## config.mk

```make
export PLATFORM = sky130hd
export DESIGN_NAME = fcpl_top
export DESIGN_NICKNAME = d
export VERILOG_FILES = /design/src/rtl/fcpl_pkg.sv /design/src/rtl/fcpl_pulse_catch.sv /design/src/rtl/fcpl_top.sv
export SDC_FILE = /design/constraint.sdc
export NUM_CORES = 1
export LEC_CHECK = 0
export ABC_AREA = 1
export BUFFER_PORTS_ARGS = -buffer_cell sky130_fd_sc_hd__buf_2
export CELL_PAD_IN_SITES_DETAIL_PLACEMENT = 0
export CELL_PAD_IN_SITES_GLOBAL_PLACEMENT = 1
export CORE_ASPECT_RATIO = 1.1
export CORE_MARGIN = 3
export CORE_UTILIZATION = 30
export CTS_CLUSTER_SIZE = 16
export DETAILED_ROUTE_END_ITERATION = 16
export MAX_ROUTING_LAYER = met4
export PLACE_DENSITY_LB_ADDON = 0.15
export SYNTH_ARGS = -nofsm -noshare
export SYNTH_HDL_FRONTEND = slang
export SYNTH_SLANG_ARGS = --single-unit
export TNS_END_PERCENT = 100
```

## constraint.sdc

```tcl
create_clock -name sys_clk -period 3.4 [get_ports sys_clk]
set_input_delay 0.68 -clock sys_clk [delete_from_list [all_inputs] [get_ports sys_clk]]
set_output_delay 0.68 -clock sys_clk [all_outputs]
set_load 0.05 [all_outputs]
```

## src/rtl/fcpl_pkg.sv

```systemverilog
// package for the fast counter parameter loader
// assumes a single 200 MHz clock domain
package fcpl_pkg;
	// wishbone register offsets (byte addresses)
	localparam logic [7:0] OFS_COMMAND    = 8'h00;
	localparam logic [7:0] OFS_DATA       = 8'h04;
	localparam logic [7:0] OFS_CONFIG     = 8'h08;
	localparam logic [7:0] OFS_STATUS     = 8'h0C;
	localparam logic [7:0] OFS_IRQ_STATUS = 8'h10;
	localparam logic [7:0] OFS_IRQ_MASK   = 8'h14;
	localparam logic [7:0] OFS_TIMEBASE   = 8'h18;
	localparam logic [7:0] OFS_ON_PRESET  = 8'h1C;
	localparam logic [7:0] OFS_OFF_PRESET = 8'h20;
	localparam logic [7:0] OFS_PRELOAD    = 8'h24;
	localparam logic [7:0] OFS_ACCUM      = 8'h28;
	localparam logic [7:0] OFS_CPI        = 8'h2C;
	localparam logic [7:0] OFS_SLOT       = 8'h30;
	// command codes and identifiers
	localparam logic [7:0] CMD_TIMEBASE   = 8'h06;
	localparam logic [7:0] CMD_ON_PRESET  = 8'h0B;
	localparam logic [7:0] CMD_OFF_PRESET = 8'h15;
	localparam logic [7:0] CMD_PRELOAD    = 8'h1F;
	localparam logic [7:0] COUNTER_ID     = 8'h01;
	localparam logic [15:0] SLOT_ID       = 16'h0004;
	// config register fields
	localparam int CFG_ENABLE_BIT  = 0;
	localparam int CFG_STROBE_BIT  = 1;
	localparam int CFG_FALLING_BIT = 2;
	localparam int CFG_CLEAR_BIT   = 3;
	// status and irq fields
	localparam int ST_FAULT_BIT    = 0;
	localparam int ST_LATCH_BIT    = 1;
	localparam int IRQ_DONE_BIT    = 0;
	localparam int IRQ_FAULT_BIT   = 1;
	localparam int IRQ_LATCH_BIT   = 2;
	// reset values
	localparam logic [15:0] RST_TIMEBASE = 16'h03E8;
	localparam logic [15:0] RST_WORD     = 16'h0000;
	localparam logic [3:0]  RST_CONFIG   = 4'h0;
	// timing
	localparam int CLK_MHZ          = 200;
	localparam int STROBE_MIN_US    = 100;
	localparam int STROBE_MIN_CYC   = STROBE_MIN_US * CLK_MHZ;
	localparam int MS_US            = 1000;
	localparam int MS_CYC           = MS_US * CLK_MHZ;
	// command request carrier
	typedef struct packed {
		logic [7:0]  counter_id;
		logic [7:0]  code;
	} fcpl_cmd_t;
	typedef struct packed {
		logic        fault;
		logic        latch;
	} fcpl_status_t;
endpackage : fcpl_pkg

```

## src/rtl/fcpl_pulse_catch.sv

```systemverilog
// pulse catch latch for one strobe input
// assumes strobe pin synchronous to sys_clk
`timescale 1ns/100ps
module fcpl_pulse_catch #(
	parameter int MIN_CYC = 20000
) (
	// clock and reset
	input  wire logic sys_clk,
	input  wire logic reset_n,
	// control
	input  wire logic arm,
	input  wire logic falling_edge_select,
	input  wire logic clear_bit,
	// strobe pin and latch
	input  wire logic strobe_in,
	output logic      capture_latch_status_bit,
	output logic      caught
);
	logic [15:0] width;
	logic        active;
	logic        clear_d;
	logic        clear_fall;

	// active level follows the chosen edge polarity
	assign active     = strobe_in ^ falling_edge_select;
	assign clear_fall = clear_d & ~clear_bit;
	assign caught     = arm && active && (width == 16'(MIN_CYC - 1));

	always_ff @(posedge sys_clk or negedge reset_n) begin
		if (!reset_n) begin
			width <= 16'h0000;
		end else if (!arm || !active) begin
			width <= 16'h0000;
		end else if (width != 16'(MIN_CYC)) begin
			width <= width + 16'h0001;
		end
	end

	always_ff @(posedge sys_clk or negedge reset_n) begin
		if (!reset_n) begin
			clear_d <= 1'b0;
		end else begin
			clear_d <= clear_bit;
		end
	end

	// set wins over the one-then-zero clear
	always_ff @(posedge sys_clk or negedge reset_n) begin
		if (!reset_n) begin
			capture_latch_status_bit <= 1'b0;
		end else if (caught) begin
			capture_latch_status_bit <= 1'b1;
		end else if (clear_fall) begin
			capture_latch_status_bit <= 1'b0;
		end
	end
endmodule : fcpl_pulse_catch

```

## src/rtl/fcpl_top.sv

```systemverilog
// fast pulse counter parameter loader with strobe capture, wishbone slave
// assumes count, preload and strobe pins synchronous to sys_clk
//
// The register offsets and register access over Wishbone are this design's own decisions.
`timescale 1ns/100ps
module fcpl_top (
	// clock and reset
	input  wire logic        sys_clk,
	input  wire logic        reset_n,
	// wishbone slave
	input  wire logic        wb_cyc_i,
	input  wire logic        wb_stb_i,
	input  wire logic        wb_we_i,
	input  wire logic [7:0]  wb_adr_i,
	input  wire logic [3:0]  wb_sel_i,
	input  wire logic [31:0] wb_dat_i,
	output logic      [31:0] wb_dat_o,
	output logic             wb_ack_o,
	// counter pins
	input  wire logic        count_in,
	input  wire logic        preload_in,
	input  wire logic        strobe_in,
	// outputs
	output logic             counter_output,
	output logic             request_fault_output,
	output logic             capture_latch_status_bit,
	output logic             irq
);
	//////////////////////////////////////////////////////////////////////
	// registers
	fcpl_pkg::fcpl_cmd_t cmd;
	logic [15:0] data_word;
	logic [3:0]  config_bits;
	logic [15:0] timebase;
	logic [15:0] on_preset;
	logic [15:0] off_preset;
	logic [15:0] preload_value;
	logic [15:0] accum;
	logic [15:0] counts_per_interval_value;
	logic [15:0] interval_count;
	logic [15:0] interval_events;
	logic        interval_end;
	logic [15:0] target_slot_id;
	logic [2:0]  irq_status;
	logic [2:0]  irq_mask;
	logic        count_d;
	logic        preload_d;
	logic [31:0] ms_div;
	logic        ms_tick;
	logic        caught;
	logic        bus_req;
	logic        wr;
	logic        cmd_go;
	logic        cmd_ok;
	logic        count_ev;
	logic        preload_ev;
	logic [31:0] next_rd;
	logic [2:0]  irq_set;

	assign bus_req = wb_cyc_i && wb_stb_i && !wb_ack_o;
	assign wr      = bus_req && wb_we_i;
	// writing the command word executes the request, once per write
	assign cmd_go  = wr && (wb_adr_i == fcpl_pkg::OFS_COMMAND) && wb_sel_i[0];
	assign count_ev   = count_in && !count_d && config_bits[fcpl_pkg::CFG_ENABLE_BIT];
	assign preload_ev = preload_in && !preload_d && !config_bits[fcpl_pkg::CFG_STROBE_BIT];

	// id in upper byte, code in lower byte; task parameter has no port
	always_comb begin
		cmd_ok = 1'b0;
		if (wb_dat_i[15:8] == fcpl_pkg::COUNTER_ID &&
		    target_slot_id == fcpl_pkg::SLOT_ID) begin
			unique case (wb_dat_i[7:0])
				fcpl_pkg::CMD_TIMEBASE, fcpl_pkg::CMD_ON_PRESET,
				fcpl_pkg::CMD_OFF_PRESET, fcpl_pkg::CMD_PRELOAD: cmd_ok = 1'b1;
				default: cmd_ok = 1'b0;
			endcase
		end
	end

	//////////////////////////////////////////////////////////////////////
	// wishbone ack and read data
	always_ff @(posedge sys_clk or negedge reset_n) begin
		if (!reset_n) begin
			wb_ack_o <= 1'b0;
		end else begin
			wb_ack_o <= bus_req;
		end
	end

	always_comb begin
		next_rd = 32'h0000_0000;
		unique case (wb_adr_i)
			fcpl_pkg::OFS_COMMAND:    next_rd = {16'h0000, cmd};
			fcpl_pkg::OFS_DATA:       next_rd = {16'h0000, data_word};
			fcpl_pkg::OFS_CONFIG:     next_rd = {28'h0000000, config_bits};
			fcpl_pkg::OFS_STATUS:     next_rd = {30'h00000000, capture_latch_status_bit,
			                                     request_fault_output};
			fcpl_pkg::OFS_IRQ_STATUS: next_rd = {29'h00000000, irq_status};
			fcpl_pkg::OFS_IRQ_MASK:   next_rd = {29'h00000000, irq_mask};
			fcpl_pkg::OFS_TIMEBASE:   next_rd = {16'h0000, timebase};
			fcpl_pkg::OFS_ON_PRESET:  next_rd = {16'h0000, on_preset};
			fcpl_pkg::OFS_OFF_PRESET: next_rd = {16'h0000, off_preset};
			fcpl_pkg::OFS_PRELOAD:    next_rd = {16'h0000, preload_value};
			fcpl_pkg::OFS_ACCUM:      next_rd = {16'h0000, accum};
			fcpl_pkg::OFS_CPI:        next_rd = {16'h0000, counts_per_interval_value};
			fcpl_pkg::OFS_SLOT:       next_rd = {16'h0000, target_slot_id};
			default:                  next_rd = 32'h0000_0000;
		endcase
	end

	always_ff @(posedge sys_clk or negedge reset_n) begin
		if (!reset_n) begin
			wb_dat_o <= 32'h0000_0000;
		end else if (bus_req && !wb_we_i) begin
			wb_dat_o <= next_rd;
		end
	end

	//////////////////////////////////////////////////////////////////////
	// software written registers
	always_ff @(posedge sys_clk or negedge reset_n) begin
		if (!reset_n) begin
			data_word      <= fcpl_pkg::RST_WORD;
			config_bits    <= fcpl_pkg::RST_CONFIG;
			irq_mask       <= 3'h0;
			target_slot_id <= fcpl_pkg::RST_WORD;
			cmd            <= '0;
		end else if (wr) begin
			if (wb_adr_i == fcpl_pkg::OFS_DATA && wb_sel_i[0])
				data_word[7:0] <= wb_dat_i[7:0];
			if (wb_adr_i == fcpl_pkg::OFS_DATA && wb_sel_i[1])
				data_word[15:8] <= wb_dat_i[15:8];
			if (wb_adr_i == fcpl_pkg::OFS_CONFIG && wb_sel_i[0])
				config_bits <= wb_dat_i[3:0];
			if (wb_adr_i == fcpl_pkg::OFS_IRQ_MASK && wb_sel_i[0])
				irq_mask <= wb_dat_i[2:0];
			if (wb_adr_i == fcpl_pkg::OFS_SLOT && wb_sel_i[0] && wb_sel_i[1])
				target_slot_id <= wb_dat_i[15:0];
			if (cmd_go)
				cmd <= wb_dat_i[15:0];
		end
	end

	//////////////////////////////////////////////////////////////////////
	// command execution: whole word loads in one edge, never half written
	always_ff @(posedge sys_clk or negedge reset_n) begin
		if (!reset_n) begin
			timebase      <= fcpl_pkg::RST_TIMEBASE;
			on_preset     <= fcpl_pkg::RST_WORD;
			off_preset    <= fcpl_pkg::RST_WORD;
			preload_value <= fcpl_pkg::RST_WORD;
		end else if (cmd_go && cmd_ok) begin
			unique case (wb_dat_i[7:0])
				fcpl_pkg::CMD_TIMEBASE:   timebase      <= data_word;
				fcpl_pkg::CMD_ON_PRESET:  on_preset     <= data_word;
				fcpl_pkg::CMD_OFF_PRESET: off_preset    <= data_word;
				fcpl_pkg::CMD_PRELOAD:    preload_value <= data_word;
				default: ;
			endcase
		end
	end

	// fault stands until the next accepted command
	always_ff @(posedge sys_clk or negedge reset_n) begin
		if (!reset_n) begin
			request_fault_output <= 1'b0;
		end else if (cmd_go) begin
			request_fault_output <= !cmd_ok;
		end
	end

	//////////////////////////////////////////////////////////////////////
	// counting
	always_ff @(posedge sys_clk or negedge reset_n) begin
		if (!reset_n) begin
			count_d   <= 1'b0;
			preload_d <= 1'b0;
		end else begin
			count_d   <= count_in;
			preload_d <= preload_in;
		end
	end

	// preload beats a simultaneous count; that count is lost
	always_ff @(posedge sys_clk or negedge reset_n) begin
		if (!reset_n) begin
			accum <= fcpl_pkg::RST_WORD;
		end else if (preload_ev) begin
			accum <= preload_value;
		end else if (count_ev) begin
			accum <= accum + 16'h0001;
		end
	end

	always_ff @(posedge sys_clk or negedge reset_n) begin
		if (!reset_n) begin
			counter_output <= 1'b0;
		end else if (accum == on_preset) begin
			counter_output <= 1'b1;
		end else if (accum == off_preset) begin
			counter_output <= 1'b0;
		end
	end

	//////////////////////////////////////////////////////////////////////
	// counts per interval, millisecond base
	assign ms_tick = (ms_div == 32'(fcpl_pkg::MS_CYC - 1));

	always_ff @(posedge sys_clk or negedge reset_n) begin
		if (!reset_n) begin
			ms_div <= 32'h0000_0000;
		end else if (ms_tick) begin
			ms_div <= 32'h0000_0000;
		end else begin
			ms_div <= ms_div + 32'h0000_0001;
		end
	end

	assign interval_end = ms_tick && (interval_count + 16'h0001 >= timebase);

	// counts of the running interval, not accumulator distance, so a preload
	// in mid-interval cannot upset the figure
	// 16-bit unsigned sum rolls over from 65535 to 0 by design
	always_ff @(posedge sys_clk or negedge reset_n) begin
		if (!reset_n) begin
			interval_count            <= fcpl_pkg::RST_WORD;
			interval_events           <= fcpl_pkg::RST_WORD;
			counts_per_interval_value <= fcpl_pkg::RST_WORD;
		end else if (interval_end) begin
			interval_count            <= fcpl_pkg::RST_WORD;
			interval_events           <= fcpl_pkg::RST_WORD;
			// a count on the closing edge still belongs to this interval
			counts_per_interval_value <= interval_events + {15'h0000, count_ev};
		end else begin
			if (ms_tick)
				interval_count <= interval_count + 16'h0001;
			if (count_ev)
				interval_events <= interval_events + 16'h0001;
		end
	end

	//////////////////////////////////////////////////////////////////////
	// strobe capture
	fcpl_pulse_catch #(
		.MIN_CYC (fcpl_pkg::STROBE_MIN_CYC)
	) u_catch (
		.sys_clk                  (sys_clk),
		.reset_n                  (reset_n),
		.arm                      (config_bits[fcpl_pkg::CFG_STROBE_BIT] &&
		                           config_bits[fcpl_pkg::CFG_ENABLE_BIT]),
		.falling_edge_select      (config_bits[fcpl_pkg::CFG_FALLING_BIT]),
		.clear_bit                (config_bits[fcpl_pkg::CFG_CLEAR_BIT]),
		.strobe_in                (strobe_in),
		.capture_latch_status_bit (capture_latch_status_bit),
		.caught                   (caught)
	);

	//////////////////////////////////////////////////////////////////////
	// interrupts, write one to clear, set wins
	assign irq_set = {caught, cmd_go && !cmd_ok, cmd_go && cmd_ok};

	always_ff @(posedge sys_clk or negedge reset_n) begin
		if (!reset_n) begin
			irq_status <= 3'h0;
		end else begin
			if (wr && wb_adr_i == fcpl_pkg::OFS_IRQ_STATUS && wb_sel_i[0])
				irq_status <= (irq_status & ~wb_dat_i[2:0]) | irq_set;
			else
				irq_status <= irq_status | irq_set;
		end
	end

	assign irq = |(irq_status & irq_mask);
endmodule : fcpl_top

```

# Word-level counts from Yosys, hierarchy flattened

Index checks and enable logic that the tools add are counted.
W data, S select, Z words.

Register bits: 273
Bits in latches: 0
Memory bits (writable): 0
ROM bits: 0
Output and inout bits: 37
Memories kept: 0

Add/subtract/negate cells: 6
Multiply operators: 0
Divide/modulo/power cells: 0
Magnitude comparators: 1
Equality and inequality tests: 23
Shifts and indexed selects: 0
Mux-type cells: 17
Bitwise logic cells: 8
Reduce and logical (&&, ||, !) cells: 53

Operators with widths:

| cell                    | number |
|---|---|
| $pmux W16 S13           | 1 |
| $mux W16                | 8 |
| $add A16 B1 Y16 const B | 4 |
| $eq A8 B5 Y1 const B    | 6 |
| $eq A8 B6 Y1 const B    | 5 |
| $add A32 B1 Y32 const B | 1 |
| $eq A16 B16 Y1          | 2 |
| $eq A32 B18 Y1 const B  | 1 |
| $mux W32                | 1 |
| $logic_and A1 B1 Y1     | 25 |
| $eq A8 B4 Y1 const B    | 3 |
| $reduce_and A2 Y1       | 10 |
| $add A16 B1 Y16         | 1 |
| $eq A16 B15 Y1 const B  | 1 |
| $eq A16 B3 Y1 const B   | 1 |
| $eq A8 B3 Y1 const B    | 2 |
| $ge A16 B16 Y1          | 1 |
| $ne A16 B15 Y1 const B  | 1 |
| $reduce_bool A2 Y1      | 6 |
| $eq A8 B1 Y1 const B    | 1 |
| $logic_not A1 Y1        | 8 |
| $logic_not A8 Y1        | 1 |
| $and A3 B3 Y3           | 2 |
| $mux W1                 | 6 |
| 9 further kinds         | 10 |

# Longest topological paths before layout

Depth after elaboration: 8
Gate-level depth with buffers: 19

# Cells and area by module

A second synthesis with hierarchy kept.

Cell total of the unflattened synthesis: 2021
Area, all modules: 14978.1 um^2

Modules (own cells, without submodules):

| module           | instances | cells an instance | area each (um^2) | seq. area each (um^2) |
|---|---|---|---|---|
| fcpl_top         | 1         | 1879              | 13953.4          | 5988.2 |
| fcpl_pulse_catch | 1         | 142               | 1024.7           | 450.4 |

# Worst setup path before layout

Ideal clock, no wire load.

Kind: reg2reg
From: register interval_count[0]
To: register counts_per_interval_value[9]
Library setup time: 0.116 ns
Data arrival time: 2.433 ns
Slack: 0.850 ns
Stages on the path, launching flop included: 17
Path buffers: 2
Period minus slack after synthesis: 2.550 ns
Cell sequence: dfrtp_1 ha_1 nand2_1 nor2_1 nand2_1 nor2_2 xor2_1 ha_1 nand2_1 o21bai_1 a21oi_1 nor2_4 nand2_2 buf_2 buf_4 nand3_1 nand2_1

Longest elaborated chain between the ends: 3

RTL lines:

| what                   | line            | source |
|---|---|---|
| start, declared        | fcpl_top.sv:40  | `logic [15:0] interval_count;` |
| start signal, assigned | fcpl_top.sv:226 | `interval_count <= fcpl_pkg::RST_WORD;` |
| start signal, assigned | fcpl_top.sv:230 | `interval_count <= fcpl_pkg::RST_WORD;` |
| start signal, assigned | fcpl_top.sv:236 | `interval_count <= interval_count + 16'h0001;` |
| $add A16 B1 Y16        | fcpl_top.sv:219 | `assign interval_end = ms_tick && (interval_count + 16'h0001 >= timebase);` |
| $ge A16 B16 Y1         | fcpl_top.sv:219 |  |
| $logic_and A1 B1 Y1    | fcpl_top.sv:219 |  |
| end signal, assigned   | fcpl_top.sv:228 | `counts_per_interval_value <= fcpl_pkg::RST_WORD;` |
| end signal, assigned   | fcpl_top.sv:233 | `counts_per_interval_value <= interval_events + {15'h0000, count_ev};` |
| end, declared          | fcpl_top.sv:39  | `logic [15:0] counts_per_interval_value;` |

No other way between the ends.
A chain may end at the register's enable or synchronous reset.

# Worst setup path in the final report

From: register interval_count[0]
To: register counts_per_interval_value[3]

Same word-level chain as after synthesis.

==> summary.md <==
| Metric | Value |
|---|---|
| Clock skew | `0.0248 ns` |
| Part of the cycle the worst path needs | `85.5%` |
| Fillcell total | `5192` |
| Fin. max-slew vios | `0` |
| Area Growth Syn to Fin | `13.7%` |
| CP max FO | `19` |
| R2r startpoint | `interval_count[0]` |
| Synth unique cells | `45` |
| Post-cts sizing count | `0` |
| Share of post-route cells with drive strength above 1 | `9.29%` |
| TritonCTS clock tree | `done` |
| Largest net degree at the start of global routing | `70` |
| Kind of critical path | `reg -> reg` |
| Switch share | `25.1%` |
| Non-Filler Instances | `2681` |
| Hold_buf cts | `0` |
| # rows | `84` |
| Post-Syn Area | `0.0148 mm^2` |
| Total Wirelength | `51.6 mm` |
| Fmax | `0.344 GHz` |
| Reg2reg end | `counts_per_interval_value[3]` |
| Gpl congestion | `0.876` |
| Initial DRT Pass Iterations | `5` |
| Synth warn | `0` |
| Comb pwr share | `4.6%` |
| Htree depth | `2` |
| Drt wl/cell | `19.2 um` |
| Via count | `13100` |
| Critical path arrival | `3.33 ns` |
| Hold Crit Class | `in -> async` |
| Crit path time final | `2.91 ns` |
| Hold slack | `0.0827 ns` |
| Number of global-route vias before repair | `12677` |
| Clk root buf | `clkbuf_16` |
| DR vias/cell | `4.89` |
| Worst Tran Pin Value | `0.772 ns` |
| Outcome | `finished clean` |
| Worst r2r path cells | `13` |
| DRT iter0 DRCs | `1047` |
| P_int | `5250 uW` |
| Die area | `0.0520 mm^2` |
| Core ar. | `0.0482 mm^2` |
| Post-synthesis area per instance | `7.52 um^2` |
| Port bufs | `54` |
| # placed instances | `2618` |
| Clock Tree Buf Depth | `3` |
| Ys flop type | `dfrtp_1` |
| ANT nets after route | `0` |
| Antenna violations before repair | `1` |
| DIE HEIGHT | `239 um` |
| FF/Latch Area | `0.00644 mm^2` |
| Chip width | `218 um` |
| DRC | `0` |
| Hold Fails Final Rpt | `0` |
| TNS Setup | `0 ns` |
| Clk pwr share | `51.1%` |
| Post-CTS setup buffers | `0` |
| Peak supply drop | `281 uV` |
| Clock Sinks | `257` |
| LEAKAGE | `0.00822 uW` |
| R2r setup slk | `0.49 ns` |
| Yosys reg bits | `257` |
| DP Area | `0.0157 mm^2` |
| Post-layout net count | `2086` |
| Fin area | `0.0168 mm^2` |
| Multi-input gate area | `0.00718 mm^2` |
| Psw | `1760 uW` |
| Syn Inst Count | `1964` |
| Number of I/O pins | `89` |
| Initial Utilization | `30.6%` |
| CP required | `3.82 ns` |
| Sequential power share | `44.3%` |
| Tightest slew margin relative to the limit | `48.4%` |
| Skew-Pair Late Insertion Delay | `0.55 ns` |
| First-pass GRT wire length | `79.2 mm` |
| Critical path startpoint category | `flop` |
| RSZ-0062 raised after global routing | `no` |
| Asr flop ratio synth | `100%` |
| Final HPWL from detailed placement | `36.9 mm` |
| Global route overflow | `0` |
| Clock transition at path regs | `0.06 ns` |
| Sequential-to-total area share from yosys stat | `43.6%` |
| Post-synth EDFFs | `0` |
| Design Power | `7000 uW` |
| # setup viols final | `0` |
| Max Cap Viol | `0` |
| Critical Path End Type | `flop` |
| Total CTS buffers | `35` |
| Total GRT Usage | `20.5%` |
| P per Cell Area | `417 mW/mm^2` |
layer usage:
layer  vias up  track usage (%)  share of wire [%]
met3        76             2.95                4.6
li1       6429                -                  -
met4         0             5.26                2.3
met1      6300             29.0                 48
met5         -                -                  0
met2       295             30.9                 45
flip-flops by register name (all words and copies together), names as in the netlist, 3 cells and up:
| signal | cells |
|---|---|
| accum | 16 |
| cmd | 16 |
| config_bits | 4 |
| counts_per_interval_value | 16 |
| data_word | 16 |
| interval_count | 16 |
| interval_events | 16 |
| irq_mask | 3 |
| irq_status | 3 |
| ms_div | 32 |
| off_preset | 16 |
| on_preset | 16 |
| preload_value | 16 |
| target_slot_id | 16 |
| timebase | 16 |
| u_catch.width | 16 |
| wb_dat_o | 16 |
power groups by stage:
stage	clock network, uW	registers (uW)	logic (uW)
final	3580	3100	319
after global placement	0	3160	325
after detailed placement	0	3160	329
after global routing	3790	3110	354
after floorplan	0	3180	148
after CTS	3680	3100	329
cell families (layout without fill, tap and decap cells):
| logic type | Yosys count | after routing | share of synthesized area, % |
|---|---|---|---|
| flip-flops | 257 | 257 | 43.6 |
| buffers and inverters | 277 | 333 | 8.28 |
| AO/OA/AOI/OAI | 142 | 142 | 5.17 |
| AND/OR/NAND/NOR | 1165 | 1165 | 35.1 |
| XOR/XNOR | 98 | 98 | 5.81 |
| other | 1 | 17 | 0.0254 |
| adder cells (fa/ha/maj) | 24 | 24 | 2.03 |
through the flow:
stage,worst slack [ns],utilization (%)
3_5_place_dp,0.516,32.5
2_1_floorplan,0.850,-
5_1_grt,0.192,34.8
4_1_cts,0.472,34.8
6_report,0.493,34.8
3_3_place_gp,0.476,32.5
cells in the final DEF (no fill, tap or decap), types with 3 or more instances in the layout:
cell type,instances
o21ai_0,80
a21oi_1,24
o221ai_1,3
o21bai_1,3
clkinv_1,5
inv_2,12
nor2_4,8
clkbuf_1,9
conb_1,16
nor2_1,209
clkinv_2,7
xnor2_1,39
buf_2,53
nor2_2,4
o21a_1,3
o21ai_1,17
dfstp_2,6
xor2_1,59
nand3_2,4
nor4_1,4
dfrtp_1,251
nand4_1,113
o211ai_1,7
nand2_2,6
clkbuf_8,7
buf_4,26
buf_12,5
nand3_1,152
inv_1,169
clkbuf_16,36
nand4_4,4
nand3b_1,15
ha_1,24
nand2_1,602
nor3_1,34
area by class of cell:
class                           instances  share of cell area [%]
Tap cell                              645                    4.80
Sequential cell                       257                    38.3
Multi-Input combinational cell       1445                    42.7
Antenna cell                            1                  0.0149
Timing Repair Buffer                   85                    3.43
Clock buffer                           52                    6.14
Inverter                              186                    4.16
Clock inverter                         10                   0.402
critical path: stages (launching register included):
cell and delay (ns):
dfrtp_1 0.40, inv_1 0.07, nor2_1 0.34, nand3_1 0.22, nor2_1 0.21, xor2_1 0.27, ha_1 0.30, a21oi_1 0.14
o21ai_0 0.15, nor2_4 0.19, nand2_2 0.11, buf_4 0.22, nand3_1 0.10, nand2_1 0.06
synthesized netlist by cell type, types with 2 or more instances:
cell	number	share of area (%)
nand4_4	4	0.58
nor3b_1	2	0.10
nand3_1	152	5.1
nor2_1	210	5.3
dfrtp_1	251	43
a31oi_1	2	0.085
inv_1	169	4.3
nand3b_1	15	0.76
nor3_2	2	0.14
clkbuf_1	28	0.71
dfstp_2	6	1.1
nor4_1	4	0.17
nor2_2	5	0.21
inv_2	12	0.30
nor3_1	34	1.2
o21a_1	3	0.15
a21oi_1	24	0.81
o21ai_1	17	0.58
nor2_4	6	0.46
nand3_2	4	0.27
buf_2	32	1.1
xnor2_1	39	2.3
ha_1	24	2.0
nand2_2	6	0.25
buf_4	22	1.1
buf_6	8	0.61
clkinv_1	5	0.13
nand2_1	602	15
o211ai_1	7	0.36
xor2_1	59	3.5
nand4_1	113	4.8
o21ai_0	80	2.7
o221ai_1	3	0.18
o21bai_1	3	0.15
worst max-delay path by stage:
stage,startpoint,end,slack (ns),cells past startpoint
floorplan,interval_count[0],counts_per_interval_value[9],0.85,16
global placement,interval_count[0],counts_per_interval_value[1],0.48,13
detailed placement,interval_count[0],counts_per_interval_value[3],0.52,13
CTS,interval_count[0],counts_per_interval_value[13],0.47,13
global route,interval_count[2],counts_per_interval_value[4],0.19,13
finish,interval_count[0],counts_per_interval_value[3],0.49,13
Power figures use the tool's default switching activity.
